$ cat src/fpb_map.vh
// Register map, command codes and timing counts of the flash bus host
`ifndef FPB_MAP_VH
`define FPB_MAP_VH

// Register byte offsets
`define FPB_REG_CTRL      5'h00
`define FPB_REG_ADDR      5'h04
`define FPB_REG_WDATA     5'h08
`define FPB_REG_CMD       5'h0c
`define FPB_REG_STATUS    5'h10
`define FPB_REG_RDATA     5'h14

// Control fields
`define FPB_CTRL_WORD     0
`define FPB_CTRL_WP       1
`define FPB_CTRL_ACCEL    2
`define FPB_CTRL_FAST     3
`define FPB_CTRL_RST      4'h1

// Operation codes in the command register
`define FPB_OP_READ       2'h0
`define FPB_OP_WRITE      2'h1
`define FPB_OP_PROGRAM    2'h2
`define FPB_OP_RESET      2'h3

// Status fields
`define FPB_ST_BUSY       0
`define FPB_ST_RB         1
`define FPB_ST_REFUSED    2
`define FPB_ST_ABORTED    3

// Program unlock sequence
`define FPB_UNLOCK_A1     21'h000555
`define FPB_UNLOCK_D1     16'h00aa
`define FPB_UNLOCK_A2     21'h0002aa
`define FPB_UNLOCK_D2     16'h0055
`define FPB_PROG_A        21'h000555
`define FPB_PROG_D        16'h00a0
`define FPB_STEP_FIRST    2'h0
`define FPB_STEP_FAST     2'h2
`define FPB_STEP_LAST     2'h3

// Times in ns and derived cycle counts
`define FPB_CLK_NS        10
`define FPB_T_ACC_NS      90
`define FPB_T_WP_NS       35
`define FPB_T_WPH_NS      30
`define FPB_T_RP_NS       500
`define FPB_T_RH_NS       50
`define FPB_T_BUSY_NS     90
`define FPB_CYC_UP(t)     (((t) + `FPB_CLK_NS - 1) / `FPB_CLK_NS)

// AXI responses
`define FPB_RESP_OKAY     2'b00
`define FPB_RESP_SLVERR   2'b10

`endif

$ cat src/fpb_host.v
// Host controller for an asynchronous parallel NOR flash, AXI4-Lite side
//
// Implementation choices: the address map and the AXI4-Lite slave port.
`timescale 1ns/1ps
`include "fpb_map.vh"

// How it works
// - Reads drive chip enable and output enable low, write enable high.
// - Command writes drive write and chip enable low, output enable high.
// - Fast program mode programs with two write cycles instead of four.
// - High voltage only during accelerated programming; pin never floats.
// - Host flags in status, but does not restart, any operation that a hardware reset interrupted.
// - Reads are valid only after the reset-to-read delay.
module fpb_host
(
	input  wire        aclk,
	input  wire        aresetn,
	input  wire [4:0]  s_axi_awaddr,
	input  wire        s_axi_awvalid,
	output reg         s_axi_awready,
	input  wire [31:0] s_axi_wdata,
	input  wire [3:0]  s_axi_wstrb,
	input  wire        s_axi_wvalid,
	output reg         s_axi_wready,
	output reg  [1:0]  s_axi_bresp,
	output reg         s_axi_bvalid,
	input  wire        s_axi_bready,
	input  wire [4:0]  s_axi_araddr,
	input  wire        s_axi_arvalid,
	output reg         s_axi_arready,
	output reg  [31:0] s_axi_rdata,
	output reg  [1:0]  s_axi_rresp,
	output reg         s_axi_rvalid,
	input  wire        s_axi_rready,
	output reg  [20:0] flash_addr,
	input  wire [15:0] data_io_i,
	output reg  [15:0] data_io_o,
	output reg  [15:0] data_io_oe,
	output reg         chip_en_n,
	output reg         out_en_n,
	output reg         write_en_n,
	output reg         flash_reset_n,
	output reg         word_mode,
	output reg         protect_accel_pin,
	output reg         high_voltage_level,
	input  wire        ready_busy_n
);

	localparam [2:0] ST_IDLE  = 3'h0;
	localparam [2:0] ST_READ  = 3'h1;
	localparam [2:0] ST_WRLO  = 3'h2;
	localparam [2:0] ST_WRHI  = 3'h3;
	localparam [2:0] ST_RSTLO = 3'h4;
	localparam [2:0] ST_RSTRC = 3'h5;
	localparam [2:0] ST_WAITB = 3'h6;

	localparam [31:0] ACC_N   = `FPB_CYC_UP(`FPB_T_ACC_NS);
	localparam [31:0] WP_N    = `FPB_CYC_UP(`FPB_T_WP_NS);
	localparam [31:0] WPH_N   = `FPB_CYC_UP(`FPB_T_WPH_NS);
	localparam [31:0] RP_N    = `FPB_CYC_UP(`FPB_T_RP_NS);
	localparam [31:0] RH_N    = `FPB_CYC_UP(`FPB_T_RH_NS);
	localparam [31:0] BUSY_N  = `FPB_CYC_UP(`FPB_T_BUSY_NS);
	localparam [7:0] ACC_CYC  = ACC_N[7:0];
	localparam [7:0] WP_CYC   = WP_N[7:0];
	localparam [7:0] WPH_CYC  = WPH_N[7:0];
	localparam [7:0] RP_CYC   = RP_N[7:0];
	localparam [7:0] RH_CYC   = RH_N[7:0];
	localparam [7:0] BUSY_CYC = BUSY_N[7:0];

	reg  [3:0]  ctrl_q;
	reg  [21:0] addr_q;
	reg  [15:0] wdata_q;
	reg  [15:0] rdata_q;
	reg         refused_q;
	reg         aborted_q;
	reg  [2:0]  state_q;
	reg  [7:0]  cnt_q;
	reg  [1:0]  step_q;
	reg         prog_q;
	reg         rb_q;
	reg  [20:0] cyc_addr_d;
	reg  [15:0] cyc_data_d;
	reg  [31:0] rd_d;
	reg  [1:0]  rresp_d;

	wire        wr_go   = s_axi_awready & s_axi_wready;
	wire        rd_go   = s_axi_arready;
	wire        busy    = (state_q != ST_IDLE);
	wire        cmd_hit = wr_go & (s_axi_awaddr == `FPB_REG_CMD);
	wire [1:0]  cmd_op  = s_axi_wdata[1:0];
	wire        bytem   = ~ctrl_q[`FPB_CTRL_WORD];

	// ----------------------------------------------------------------
	// Bus cycle address and data for the current program step
	// ----------------------------------------------------------------
	always @*
	begin
		cyc_addr_d = bytem ? addr_q[21:1] : addr_q[20:0];
		cyc_data_d = wdata_q;
		if (prog_q && step_q == `FPB_STEP_FIRST)
		begin
			cyc_addr_d = `FPB_UNLOCK_A1;
			cyc_data_d = `FPB_UNLOCK_D1;
		end
		else if (prog_q && step_q == 2'h1)
		begin
			cyc_addr_d = `FPB_UNLOCK_A2;
			cyc_data_d = `FPB_UNLOCK_D2;
		end
		else if (prog_q && step_q == `FPB_STEP_FAST)
		begin
			cyc_addr_d = `FPB_PROG_A;
			cyc_data_d = `FPB_PROG_D;
		end
	end

	// ----------------------------------------------------------------
	// AXI4-Lite handshakes
	// ----------------------------------------------------------------
	always @(posedge aclk)
	begin
		if (!aresetn)
		begin
			s_axi_awready <= 1'b0;
			s_axi_wready  <= 1'b0;
			s_axi_bvalid  <= 1'b0;
			s_axi_bresp   <= `FPB_RESP_OKAY;
			s_axi_arready <= 1'b0;
			s_axi_rvalid  <= 1'b0;
			s_axi_rresp   <= `FPB_RESP_OKAY;
			s_axi_rdata   <= 32'h0000_0000;
		end
		else
		begin
			s_axi_awready <= s_axi_awvalid & s_axi_wvalid & ~wr_go &
				~s_axi_bvalid;
			s_axi_wready  <= s_axi_awvalid & s_axi_wvalid & ~wr_go &
				~s_axi_bvalid;
			if (wr_go)
			begin
				s_axi_bvalid <= 1'b1;
				s_axi_bresp  <= (s_axi_awaddr > `FPB_REG_CMD ||
					s_axi_awaddr[1:0] != 2'b00) ? `FPB_RESP_SLVERR :
					`FPB_RESP_OKAY;
			end
			else if (s_axi_bready)
				s_axi_bvalid <= 1'b0;
			s_axi_arready <= s_axi_arvalid & ~rd_go & ~s_axi_rvalid;
			if (rd_go)
			begin
				s_axi_rvalid <= 1'b1;
				s_axi_rdata  <= rd_d;
				s_axi_rresp  <= rresp_d;
			end
			else if (s_axi_rready)
				s_axi_rvalid <= 1'b0;
		end
	end

	// ----------------------------------------------------------------
	// Register read decode
	// ----------------------------------------------------------------
	always @*
	begin
		rd_d    = 32'h0000_0000;
		rresp_d = `FPB_RESP_OKAY;
		if (s_axi_araddr == `FPB_REG_CTRL)
			rd_d = {28'h000_0000, ctrl_q};
		else if (s_axi_araddr == `FPB_REG_ADDR)
			rd_d = {10'h000, addr_q};
		else if (s_axi_araddr == `FPB_REG_WDATA)
			rd_d = {16'h0000, wdata_q};
		else if (s_axi_araddr == `FPB_REG_CMD)
			rd_d = 32'h0000_0000;
		else if (s_axi_araddr == `FPB_REG_STATUS)
			rd_d = {28'h000_0000, aborted_q, refused_q, rb_q, busy};
		else if (s_axi_araddr == `FPB_REG_RDATA)
			rd_d = {16'h0000, rdata_q};
		else
			rresp_d = `FPB_RESP_SLVERR;
	end

	// ----------------------------------------------------------------
	// Software registers
	// ----------------------------------------------------------------
	always @(posedge aclk)
	begin
		if (!aresetn)
		begin
			ctrl_q    <= `FPB_CTRL_RST;
			addr_q    <= 22'h00_0000;
			wdata_q   <= 16'h0000;
			refused_q <= 1'b0;
			rb_q      <= 1'b1;
		end
		else
		begin
			rb_q <= ready_busy_n;
			if (wr_go && !busy && s_axi_wstrb[0])
			begin
				if (s_axi_awaddr == `FPB_REG_CTRL)
					ctrl_q <= s_axi_wdata[3:0];
				else if (s_axi_awaddr == `FPB_REG_ADDR)
					addr_q <= s_axi_wdata[21:0];
				else if (s_axi_awaddr == `FPB_REG_WDATA)
					wdata_q <= s_axi_wdata[15:0];
			end
			if (wr_go && busy && s_axi_awaddr != `FPB_REG_STATUS)
				refused_q <= 1'b1;
			else if (cmd_hit)
				refused_q <= 1'b0;
		end
	end

	// ----------------------------------------------------------------
	// Flash pin sequencer
	// ----------------------------------------------------------------
	always @(posedge aclk)
	begin
		if (!aresetn)
		begin
			state_q            <= ST_IDLE;
			cnt_q              <= 8'h00;
			step_q             <= `FPB_STEP_FIRST;
			prog_q             <= 1'b0;
			rdata_q            <= 16'h0000;
			aborted_q          <= 1'b0;
			flash_addr         <= 21'h00_0000;
			data_io_o          <= 16'h0000;
			data_io_oe         <= 16'h0000;
			chip_en_n          <= 1'b1;
			out_en_n           <= 1'b1;
			write_en_n         <= 1'b1;
			flash_reset_n      <= 1'b1;
			word_mode          <= 1'b1;
			protect_accel_pin  <= 1'b0;
			high_voltage_level <= 1'b0;
		end
		else
		begin
			word_mode         <= ctrl_q[`FPB_CTRL_WORD];
			protect_accel_pin <= ctrl_q[`FPB_CTRL_WP];
			case (state_q)
			ST_IDLE:
			begin
				chip_en_n          <= 1'b1;
				out_en_n           <= 1'b1;
				write_en_n         <= 1'b1;
				data_io_oe         <= 16'h0000;
				high_voltage_level <= 1'b0;
				if (cmd_hit && !s_axi_wdata[2] && s_axi_wstrb[0])
				begin
					prog_q <= (cmd_op == `FPB_OP_PROGRAM);
					step_q <= (ctrl_q[`FPB_CTRL_FAST] ||
						ctrl_q[`FPB_CTRL_ACCEL]) ?
						`FPB_STEP_FAST : `FPB_STEP_FIRST;
					if (cmd_op == `FPB_OP_RESET)
					begin
						flash_reset_n <= 1'b0;
						cnt_q         <= RP_CYC;
						aborted_q     <= ~ready_busy_n;
						state_q       <= ST_RSTLO;
					end
					else if (cmd_op == `FPB_OP_READ)
					begin
						flash_addr <= bytem ? addr_q[21:1] :
							addr_q[20:0];
						data_io_o  <= {addr_q[0], 15'h0000};
						data_io_oe <= {bytem, 15'h0000};
						chip_en_n  <= 1'b0;
						out_en_n   <= 1'b0;
						cnt_q      <= ACC_CYC;
						state_q    <= ST_READ;
					end
					else
					begin
						high_voltage_level <= ctrl_q[`FPB_CTRL_ACCEL] &
							(cmd_op == `FPB_OP_PROGRAM);
						cnt_q   <= 8'h01;
						state_q <= ST_WRHI;
					end
				end
			end
			ST_READ:
			begin
				// Access time covers both address and select paths
				if (cnt_q == 8'h01)
				begin
					rdata_q   <= bytem ? {8'h00, data_io_i[7:0]} :
						data_io_i;
					chip_en_n <= 1'b1;
					out_en_n  <= 1'b1;
					data_io_oe <= 16'h0000;
					state_q   <= ST_IDLE;
				end
				else
					cnt_q <= cnt_q - 8'h01;
			end
			ST_WRLO:
			begin
				if (cnt_q == 8'h01)
				begin
					write_en_n <= 1'b1;
					cnt_q      <= WPH_CYC;
					state_q    <= ST_WRHI;
				end
				else
					cnt_q <= cnt_q - 8'h01;
			end
			ST_WRHI:
			begin
				// Data held through the high phase before the next cycle
				if (cnt_q != 8'h01)
					cnt_q <= cnt_q - 8'h01;
				else if (!write_en_n || chip_en_n)
				begin
					flash_addr <= cyc_addr_d;
					data_io_o  <= bytem ? {addr_q[0] & ~prog_q |
						addr_q[0] & (step_q == `FPB_STEP_LAST),
						7'h00, cyc_data_d[7:0]} : cyc_data_d;
					data_io_oe <= bytem ? 16'h80ff : 16'hffff;
					out_en_n   <= 1'b1;
					chip_en_n  <= 1'b0;
					write_en_n <= 1'b0;
					cnt_q      <= WP_CYC;
					state_q    <= ST_WRLO;
				end
				else if (prog_q && step_q != `FPB_STEP_LAST)
				begin
					step_q    <= step_q + 2'h1;
					chip_en_n <= 1'b1;
				end
				else if (prog_q)
				begin
					chip_en_n  <= 1'b1;
					data_io_oe <= 16'h0000;
					cnt_q      <= BUSY_CYC;
					state_q    <= ST_WAITB;
				end
				else
				begin
					chip_en_n <= 1'b1;
					state_q   <= ST_IDLE;
				end
			end
			ST_WAITB:
			begin
				// Hold high voltage until program finishes
				if (cnt_q != 8'h00)
					cnt_q <= cnt_q - 8'h01;
				else if (rb_q)
					state_q <= ST_IDLE;
			end
			ST_RSTLO:
			begin
				high_voltage_level <= 1'b0;
				chip_en_n          <= 1'b1;
				out_en_n           <= 1'b1;
				write_en_n         <= 1'b1;
				data_io_oe         <= 16'h0000;
				if (cnt_q == 8'h01)
				begin
					flash_reset_n <= 1'b1;
					cnt_q         <= RH_CYC;
					state_q       <= ST_RSTRC;
				end
				else
					cnt_q <= cnt_q - 8'h01;
			end
			ST_RSTRC:
			begin
				if (cnt_q != 8'h00)
					cnt_q <= cnt_q - 8'h01;
				else if (rb_q)
					state_q <= ST_IDLE;
			end
			default:
				state_q <= ST_IDLE;
			endcase
		end
	end

endmodule // fpb_host

$ cat config.mk
export PLATFORM = sky130hd
export DESIGN_NAME = fpb_host
export DESIGN_NICKNAME = d
export VERILOG_FILES = /design/src/fpb_host.v
export VERILOG_INCLUDE_DIRS = /design/src /design/src/src
export SDC_FILE = /design/constraint.sdc
export NUM_CORES = 1
export LEC_CHECK = 0
export ABC_AREA = 1
export BUFFER_PORTS_ARGS = -buffer_cell sky130_fd_sc_hd__clkbuf_2
export CAP_MARGIN = 30
export CORE_UTILIZATION = 49
export DETAILED_ROUTE_END_ITERATION = 8
export PLACE_DENSITY = 0.83
export SLEW_MARGIN = 20
export SYNTH_ARGS = -nofsm -noshare
export SYNTH_HDL_FRONTEND = slang
export SYNTH_SLANG_ARGS = --single-unit
$ cat constraint.sdc
create_clock -name aclk -period 1.95 [get_ports aclk]
set_clock_uncertainty 0.2 [all_clocks]
set_input_delay 0 -clock aclk [delete_from_list [all_inputs] [get_ports aclk]]
set_output_delay 0 -clock aclk [all_outputs]
set_load 0.005 [all_outputs]
---- Word-level counts from Yosys, hierarchy flattened ----
Cells that the tools add are included.
W data, S select, Z words.
word-level totals
  register bits after elaboration ......... 175
  bits of input ports ..................... 70
  output and inout bits ................... 101
  word-level logic and storage cells ...... 242
cells by class
  $add $sub $neg .......................... 2
  $lt $le $gt $ge ......................... 1
  eq/ne operators ......................... 42
  mux-type cells .......................... 101
  bitwise operators ....................... 19
  reduce and logical (&&, ||, !) cells .... 49
operators by type and width
  operator              count
  $mux W16              22
  $mux W21              9
  $mux W8               9
  $pmux W16 S4          1
  $pmux W8 S6           1
  $mux W22              2
  $pmux W21 S2          1
  $mux W3               11
  $pmux W16 S2          1
  $ne A2 B2 Y1 const B  14
  $mux W2               13
  $mux W1               21
  $eq A5 B4 Y1 const B  4
  $pmux W3 S6           1
  $reduce_and A4 Y1     4
  $mux W15              1
  $reduce_and A6 Y1     2
  $reduce_bool A2 Y1    6
  $eq A5 B3 Y1 const B  2
  $eq A5 B5 Y1 const B  2
  $logic_and A1 B1 Y1   10
  $logic_not A5 Y1      2
  $reduce_and A5 Y1     2
  $and A1 B1 Y1         9
  other kinds (34)      64

---- Logic depth before layout (Yosys ltp) ----
Gate-level depths: netlist of the first run.
  word-level depth ........................ 9
  depth in mapped cells ................... 11
  depth with buffers taken out ............ 11

---- Worst setup path before layout of the first run ----
OpenSTA, ideal clock, no wires.
  path type ............................... reg-to-reg
  from .................................... register step_q[0]
  to ...................................... register flash_addr[19]
  setup time .............................. 0.070 ns
  arrival ................................. 1.577 ns
  required time ........................... 1.680 ns
  path slack .............................. 0.103 ns
  cell stages (with the launch flop) ...... 9
  path buffers ............................ 1
  period minus slack after synthesis ...... 1.847 ns
  cell sequence ........................... dfxtp_1 inv_1 ha_1 nand2_1 nand3_2 clkbuf_1 a221oi_1 nand2_1 a21oi_1
on the way
  longest elaborated chain between the ends .. 8
  elaborated cells between the ends (all ways) .. 12
  classes of those cells .................. eq/ne: 2; mux: 6; reduce/logical: 4
RTL lines
  element                               line            RTL
  start: declaration                    fpb_host.v:78   reg [1:0] step_q;
  start signal: assignment              fpb_host.v:224  step_q <= `FPB_STEP_FIRST;
  start signal: assignment              fpb_host.v:254  step_q <= (ctrl_q[`FPB_CTRL_FAST] ||
  start signal: assignment              fpb_host.v:330  step_q <= step_q + 2'h1;
  $eq A2 B2 Y1 (no source line)         --
  $logic_and A1 B1 Y1 (no source line)  --
  $mux W21                              fpb_host.v:110  else if (prog_q && step_q == `FPB_STEP_FAST)
  $mux W21                              fpb_host.v:105  else if (prog_q && step_q == 2'h1)
  $mux W21 (*)                          fpb_host.v:100  if (prog_q && step_q == `FPB_STEP_FIRST)
  $mux W21 (*)                          fpb_host.v:315  else if (!write_en_n || chip_en_n)
  $mux W21 (*)                          fpb_host.v:313  if (cnt_q != 8'h01)
  $pmux W21 S2 (*)                      fpb_host.v:243  case (state_q)
  end signal: assignment                fpb_host.v:266  flash_addr <= bytem ? addr_q[21:1] :
  end signal: assignment                fpb_host.v:317  flash_addr <= cyc_addr_d;
  end: declaration                      fpb_host.v:35   output reg [20:0] flash_addr,
Mark *: on every way between the ends. The rest lies on a longest branch, timed or not. The select of a mux whose other input is x is not followed.
A chain may end at the register's enable or synchronous reset.

---- Worst setup path after layout of the first run ----
  from .................................... register state_q[2]
  to ...................................... register cnt_q[2]
on the way
  longest elaborated chain between the ends .. 4
  elaborated cells between the ends (all ways) .. 16
  classes of those cells .................. eq/ne: 11; mux: 1; reduce/logical: 4
RTL lines
  element                                                                     line            RTL
  start: declaration                                                          fpb_host.v:76   reg [2:0] state_q;
  start signal: assignment                                                    fpb_host.v:222  state_q <= ST_IDLE;
  start signal: assignment                                                    fpb_host.v:262  state_q <= ST_RSTLO;
  start signal: assignment                                                    fpb_host.v:273  state_q <= ST_READ;
  $eq A3 B3 Y1                                                                fpb_host.v:243
  $reduce_or A2 Y1 (no source line)                                           --
  $reduce_bool A6 Y1 (no source line) / $ne A2 B1 Y1 (equally long branches)  --
  $reduce_and A6 Y1 (no source line)                                          --
  end signal: assignment                                                      fpb_host.v:297  cnt_q <= cnt_q - 8'h01;
  end signal: assignment                                                      fpb_host.v:308  cnt_q <= cnt_q - 8'h01;
  end signal: assignment                                                      fpb_host.v:314  cnt_q <= cnt_q - 8'h01;
  end: declaration                                                            fpb_host.v:77   reg [7:0] cnt_q;
Several ways; a longest one is shown, not always the timed one.

==> flow_metrics.py, run 1 <==
metrics = {
    "floorplan": {
        "chipHeight_um": 124.3,
        "initial_core_util_pct": 50.26,
        "placementRows": 44,
        "core-area_mm2": 0.01459,
        "dieWidth_um": 124.3,
        "floorplan.die_area_mm2": 0.01546,
        "io_pins": 171,
    },
    "yosys": {
        "synth-main-ff-cell": "dfxtp_1",
        "post_synth_most_frequent_cells": "nand2_1 (234), dfxtp_1 (150), nor2_1 (123), a21oi_1 (108), o21ai_0 (94)",
        "synthArstFlopShare_pct": 0,
        "synth_seq_area_share_pct": 40.96,
        "synth_top_area_share_pct": 40.96,
        "syn-mean-instance-area_um2": 7.070,
        "most_frequently_used_cell_type_in_the_post_synthesis_netlist": "nand2_1",
        "mappedNetlistArea_mm2": 0.007332,
        "count_of_flip_flops_with_a_built_in_enable_after_synthesis": 0,
        "ys_ff_latch": 150,
        "ys_types": 42,
        "syn_inst": 1037,
        "netlist_top_cells_area": "dfxtp_1 (41%), nand2_1 (12%), a21oi_1 (7.4%)",
        "synth_area_leader_cell": "dfxtp_1",
        "yosys_warnings": 0,
    },
    "detailed_routing": {
        "final_antenna_net_count": 0,
        "dr_iter_0_viols": 1073,
        "detail_route.first_pass.iterations": 7,
        "drc": 0,
        "routedWlPerCell_um": 16.84,
        "total_routed_length_um": 24250,
        "routed-via-count": 8087,
        "detail_route.vias_per_cell": 5.616,
    },
    "place": {
        "place.detailed.hpwl_um": 15050,
        "io_buffers": 145,
        "routabilityCongestion": 0.8904,
        "post_dp_cell_area_mm2": 0.008213,
        "dp_worst_setup_slack_ns": -0.03736,
    },
    "global_route": {
        "grtUsageTotal_pct": 29.47,
        "first_global_vias": 7192,
        "maximum_number_of_pins_on_one_net_before_global_route_repair": 78,
        "wire_length_of_the_first_global_routing_pass_um": 36640,
        "grt_overflow": 0,
        "grt_antenna_before_repair": 0,
    },
    "cells_and_area": {
        "fin_area_mm2": 0.009673,
        "postLayoutCoreUtil_pct": 66.30,
        "layout-area-overhead-vs-synth_pct": 31.93,
        "number_of_nets_in_the_layout": 1321,
        "drive_gt1_share_pct": 23.82,
    },
    "power": {
        "p_clk_share_pct": 35.7,
        "internal-power_mw": 6.061,
        "net-switching-power_mw": 3.141,
        "share_comb_of_total_power_pct": 27.1,
        "power_density_mw_per_mm2": 951.3,
        "max-vdd-ir-drop_v": 0.0005928,
        "sequentialPowerShare_pct": 37.3,
        "p_leak_nw": 4.241,
        "swShare_pct": 34.13,
        "post-layout-total-power_mw": 9.202,
    },
    "sta": {
        "setup_violations": 0,
        "slew_violations": 0,
        "final.setup.worst_slack_ns": 0.01414,
        "worst-slew-pin-transition_ns": 0.5451,
        "period_share_pct": 99.27,
        "slew_headroom_pct": 63.44,
        "finalCriticalPeriod_ns": 1.936,
        "final_hold_viol_count": 1,
        "fmax_ghz": 0.5166,
        "timing.hold.ws_ns": -0.02935,
    },
    "outcome": {
        "violations": "negative hold slack",
        "outcome": "finished, violations left",
    },
    "clock_tree": {
        "clock_latency_ns": 0.44,
        "cts.root.buffer_cell": "clkbuf_16",
        "clk_transition_reported_paths_ns": 0.06,
        "numClockSinks": 150,
        "cts_tree": "yes",
        "inserted_clock_buffers": 17,
        "clock_tree.htree_level_count": 4,
        "cts.path.max_buffers": 2,
    },
    "critical_path": {
        "timing.rr.end": "cnt_q[2]",
        "critical_path_arrival_ns": 2.04,
        "crit_path_max_fanout": 7,
        "reg2regPathDepth": 9,
        "worst_setup_path_end_kind": "register",
        "cp_data_required_time_ns": 2.06,
        "reg2reg_setup_slack_ns": 0.01,
        "startpoint_class": "register",
        "timing.rr.start": "state_q[2]",
        "crit_type": "reg2reg",
    },
    "hold_path": {
        "holdPathEnd": "s_axi_rdata[14]",
        "hold_depth": 6,
        "hold_path_startpoint": "s_axi_araddr[0]",
        "timing.hold.worst.class": "in2reg",
    },
    "job": {
        "drv.max_cap_violation_count": 0,
    },
}
-- sequential cells by signal (all words and copies together), names as in the netlist, 3 cells and up --
register,flops
cnt_q,8
rdata_q,16
data_io_o,16
flash_addr,21
state_q,3
s_axi_rdata,22
wdata_q,16
addr_q,22
ctrl_q,4
data_io_oe,3
-- logic make-up (layout without fill, tap and decap cells) --
| logic type | count (synthesis) | in the layout | share of synthesized area (%) |
|---|---|---|---|
| flip-flops | 150 | 150 | 40.96 |
| XOR/XNOR | 2 | 2 | 0.2390 |
| adder cells (fa/ha/maj) | 9 | 9 | 1.536 |
| AO/OA/AOI/OAI | 248 | 248 | 18.40 |
| other | 1 | 13 | 0.05115 |
| multiplexers | 4 | 4 | 0.5461 |
| buffers and inverters | 155 | 361 | 10.20 |
| AND/OR/NAND/NOR | 468 | 469 | 28.07 |
-- routing by layer --
layer | track usage, % | routed length (um)
met5 | 0 | 0
met4 | 12.69 | 918
met3 | 6.658 | 2356
met2 | 44.49 | 10930
met1 | 40.25 | 10040
-- cells in the final DEF (no fill, tap or decap), types with 2 or more instances in the layout --
master / instances
nand2_1: 228
dfxtp_1: 146
clkbuf_2: 144
nor2_1: 117
a21oi_1: 107
o21ai_0: 87
inv_1: 62
dlygate4sd3_1: 59
nand3_1: 42
buf_4: 36
nor3_1: 29
clkbuf_16: 19
o21ai_1: 17
o211ai_1: 16
conb_1: 12
nand3_2: 11
inv_2: 10
nand2_2: 9
a221oi_1: 8
ha_1: 8
clkinvlp_4: 7
nor2_2: 7
nor2_4: 7
buf_12: 7
nand2_4: 5
a21oi_2: 5
nor3_2: 4
mux2i_1: 4
nand3_4: 3
inv_8: 3
inv_6: 3
dfxtp_2: 3
nor2_8: 2
inv_4: 2
xor2_1: 2
nand4_1: 2
a31oi_1: 2
clkinv_4: 2
-- how the worst max path moves through the flow --
| stage | from | endpoint | slack [ns] | cells past startpoint |
|---|---|---|---|---|
| 2_1_floorplan | step_q[0] | flash_addr[19] | 0.10 | 8 |
| 3_3_place_gp | cnt_q[1] | data_io_oe[15] | 0.02 | 9 |
| 3_5_place_dp | step_q[0] | flash_addr[18] | -0.04 | 7 |
| 4_1_cts | cnt_q[0] | data_io_oe[15] | 0.01 | 8 |
| 5_1_grt | state_q[2] | cnt_q[2] | -0.09 | 9 |
| 6_report | state_q[2] | cnt_q[2] | 0.01 | 9 |
-- timing repair --
| item | in CTS | in global routing |
|---|---|---|
| buffers inserted | 0 | 9 |
| gates resized for setup | 2 | 45 |
| hold buffers | 61 | 0 |
| setup endpoints to repair | 13 | 82 |
| cloned | 0 | 4 |
| hold endpoints to repair | 107 | 0 |
| pin swaps | 1 | 11 |
-- stage by stage --
step	TNS [ns]	std cells	hold slack [ns]
2_1_floorplan	0	1048	-0.1065
3_3_place_gp	0	1335	0.001302
3_5_place_dp	-0.07575	1335	0.003118
4_1_cts	0	1428	0.1267
5_1_grt	-0.3605	1439	0.005093
6_report	0	1440	-0.02935
-- cell type report --
type	instances	area (um2)
Sequential cell	150	3010
Inverter	78	309.0
Fill cell	1188	4916
Multi-Input combinational cell	744	3739
Timing Repair Buffer	250	1795
Clock inverter	14	142.6
Antenna cell	1	2.502
Timing Repair inverter	1	5.005
Tap cell	184	230.2
Clock buffer	18	439.2
-- power by group through the flow --
stage	Clock [mW]	Sequential [mW]	Combinational, mW
4_1_cts	3.29	3.41	2.14
2_1_floorplan	0	3.44	1.46
6_report	3.28	3.43	2.49
3_5_place_dp	0	3.47	2.02
5_1_grt	3.44	3.45	2.70
3_3_place_gp	0	3.47	1.98
-- critical path: stages (launching register included) --
cell	delay, ns
dfxtp_1	0.45
inv_1	0.14
nand3_4	0.14
buf_4	0.19
nor2_1	0.06
buf_4	0.16
nor3_1	0.18
nand2_1	0.06
o21ai_0	0.10
a21oi_1	0.12
No activity file was read; power rests on OpenSTA's default activity.
==> inputs of run 2 (changes only) <==
--- a/config.mk
+++ b/config.mk
@@ -6,7 +6,6 @@
 export SDC_FILE = /design/constraint.sdc
 export NUM_CORES = 1
 export LEC_CHECK = 0
-export ABC_AREA = 1
 export BUFFER_PORTS_ARGS = -buffer_cell sky130_fd_sc_hd__clkbuf_2
 export CAP_MARGIN = 30
 export CORE_UTILIZATION = 49
==> flow_metrics.py, run 2 <==
metrics = {
    "sta": {
        "grt_setup_unrepaired": "yes",
        "final.setup.worst_slack_ns": -0.5812,
        "setup_violations": 116,
        "slew_headroom_pct": 35.39,
        "finalCriticalPeriod_ns": 2.531,
        "period_share_pct": 129.8,
        "final_hold_viol_count": 0,
        "slew_violations": 0,
        "worst-slew-pin-transition_ns": 0.9656,
        "fin_setup_tns_ns": -26.43,
        "timing.hold.ws_ns": 0.08560,
        "fmax_ghz": 0.3951,
    },
    "floorplan": {
        "chipHeight_um": 122.4,
        "placementRows": 43,
        "initial_core_util_pct": 50.75,
        "core-area_mm2": 0.01399,
        "floorplan.die_area_mm2": 0.01497,
        "dieWidth_um": 122.4,
        "io_pins": 171,
    },
    "critical_path": {
        "timing.critical_path.buf_inv": 5,
        "crit_path_max_fanout": 5,
        "critical-path-max-stage-delay_ns": 0.48,
        "critPathSlowestCell": "a21oi_1",
        "critical_path_arrival_ns": 2.62,
        "critical-path-top-delay-family": "simple AND/OR/NAND/NOR gates",
        "worst_setup_path_end_kind": "register",
        "cp_data_required_time_ns": 2.04,
        "startpoint_class": "register",
        "critical_path.cell_chain": "buf_6 > buf_6 > nor4b_4 > nand3_4 > buf_6 > nor3b_4 > buf_6 > clkbuf_16 > nand2_1 > a21oi_1",
        "critical_path.most_common_cell": "buf_6",
        "crit_type": "reg2reg",
        "reg2regPathDepth": 10,
        "instance_count_on_the_critical_path": 10,
    },
    "clock_tree": {
        "cts_tree": "yes",
        "cts.root.buffer_cell": "clkbuf_16",
        "clock_tree.htree_level_count": 4,
        "numClockSinks": 150,
        "inserted_clock_buffers": 17,
        "clock_latency_ns": 0.45,
        "cts.path.max_buffers": 2,
        "clk_transition_reported_paths_ns": 0.07,
    },
    "cells_and_area": {
        "number_of_nets_in_the_layout": 1255,
        "layout-area-overhead-vs-synth_pct": 59.27,
        "layout_common_cells": "clkbuf_2 (145), dfxtp_1 (142), nand2_1 (111)",
        "largest_registers": "addr_q x22, s_axi_rdata x22, flash_addr x21",
        "multi_input_area_mm2": 0.004573,
        "drive_gt1_share_pct": 43.31,
        "final_common_cell": "clkbuf_2",
        "seqCellArea_mm2": 0.003023,
        "postLayoutCoreUtil_pct": 80.83,
        "fill_cells": 706,
    },
    "global_route": {
        "grtUsageTotal_pct": 37.87,
        "grt_overflow": 0,
        "maximum_number_of_pins_on_one_net_before_global_route_repair": 85,
        "wire_length_of_the_first_global_routing_pass_um": 43210,
        "grt_antenna_before_repair": 2,
        "first_global_vias": 8137,
    },
    "yosys": {
        "post_synth_most_frequent_cells": "nand2_1 (164), dfxtp_1 (150), a21oi_1 (122), nor2_1 (54), clkbuf_1 (52)",
        "ys_ff_latch": 150,
        "synth_top_area_share_pct": 42.30,
        "synth_seq_area_share_pct": 42.30,
        "mappedNetlistArea_mm2": 0.007099,
        "synth_area_leader_cell": "dfxtp_1",
        "ys_types": 71,
        "netlist_top_cells_area": "dfxtp_1 (42%), nand2_1 (8.7%), a21oi_1 (8.6%)",
        "synthArstFlopShare_pct": 0,
        "syn-mean-instance-area_um2": 8.095,
        "syn_inst": 877,
        "most_frequently_used_cell_type_in_the_post_synthesis_netlist": "nand2_1",
        "count_of_flip_flops_with_a_built_in_enable_after_synthesis": 0,
        "synth-main-ff-cell": "dfxtp_1",
        "yosys_warnings": 0,
    },
    "place": {
        "place.detailed.hpwl_um": 15580,
        "routabilityCongestion": 0.9634,
        "dp_worst_setup_slack_ns": -0.3525,
        "io_buffers": 145,
    },
    "detailed_routing": {
        "detail_route.first_pass.iterations": 8,
        "routedWlPerCell_um": 25.59,
        "routed-via-count": 9394,
        "detail_route.vias_per_cell": 6.852,
        "final_antenna_net_count": 0,
        "drc": 0,
        "total_routed_length_um": 35090,
        "dr_iter_0_viols": 1919,
    },
    "outcome": {
        "outcome": "finished, violations left",
        "violations": "negative setup slack",
    },
    "hold_path": {
        "hold_depth": 3,
        "timing.hold.worst.class": "in2reg",
    },
    "power": {
        "power_density_mw_per_mm2": 1086,
        "p_leak_nw": 4.611,
        "max-vdd-ir-drop_v": 0.0006566,
    },
    "job": {
        "drv.max_cap_violation_count": 0,
    },
}
-- run 2: cell types whose count changed after synthesis, moves of 13 or more --
cell | before | now
or3_1 | 0 | 16
nand3_1 | 43 | 28
clkbuf_1 | 29 | 52
inv_1 | 64 | 15
a211oi_1 | 1 | 14
o21ai_0 | 94 | 30
nand2_1 | 234 | 164
a21oi_1 | 108 | 122
mux2i_1 | 4 | 22
nand2b_1 | 0 | 16
nor2_1 | 123 | 54
-- run 2: layout make-up --
cell class,count,area share (%)
Inverter,16,0.5643
Sequential cell,150,26.73
Clock inverter,10,0.9406
Antenna cell,2,0.04426
Tap cell,180,1.992
Timing Repair Buffer,355,25.00
Multi-Input combinational cell,636,40.44
Clock buffer,22,4.282
-- run 2: timing repair --
action	in CTS	in global routing
gates cloned	6	8
resized for setup	104	136
pin swaps	48	60
setup buffers	16	26
hold buffers	57	1
endpoints found under the setup margin	77	123
hold endpoints to repair	121	3
-- run 2: worst min-delay path: cells and delay by family --
kind / cells / cell delay (ns)
compound gates: 1 / 0.06
buf+inv: 2 / 0.63
-- run 2: path summary, 6_finish.rpt --
check | startpoint | end | slack (ns)
worst min register to register | s_axi_rdata[10] | s_axi_rdata[10] | 0.27
worst min-delay path | ready_busy_n | aborted_q | 0.09
worst max register to register | s_axi_wready | addr_q[4] | -0.58
worst max-delay path | s_axi_wready | addr_q[4] | -0.58
-- run 2: logic make-up after synthesis --
group           share of synthesized area [%]
simple gates                            23.09
compound gates                          21.50
flops                                   42.30
buf+inv                                 7.332
mux                                     3.895
fa+ha+maj                               1.586
xor+xnor                               0.2468
other cells                           0.05282
-- run 2: through the flow --
stage	instance area (um2)	cells	power [mW]
floorplan	7418	888	5.702
global placement	8690	1229	6.934
detailed placement	8690	1229	6.976
CTS	10510	1339	10.99
global route	11300	1370	12.55
finish	11310	1371	12.28
-- run 2: layer usage --
metal  global-route usage (%)  share of wire [%]
met1                    46.02                 33
met5                        0              0.043
met2                    59.23                 43
met4                    22.64                9.5
met3                    10.92                 14
-- run 2: report_power, final --
group	leakage [nW]	total (mW)	internal (mW)	switching (mW)
logic	3.11	5.41	2.41	3.00
registers	1.22	3.47	3.25	0.226
clock network	0.286	3.39	1.92	1.47
total	4.61	12.3	7.57	4.70
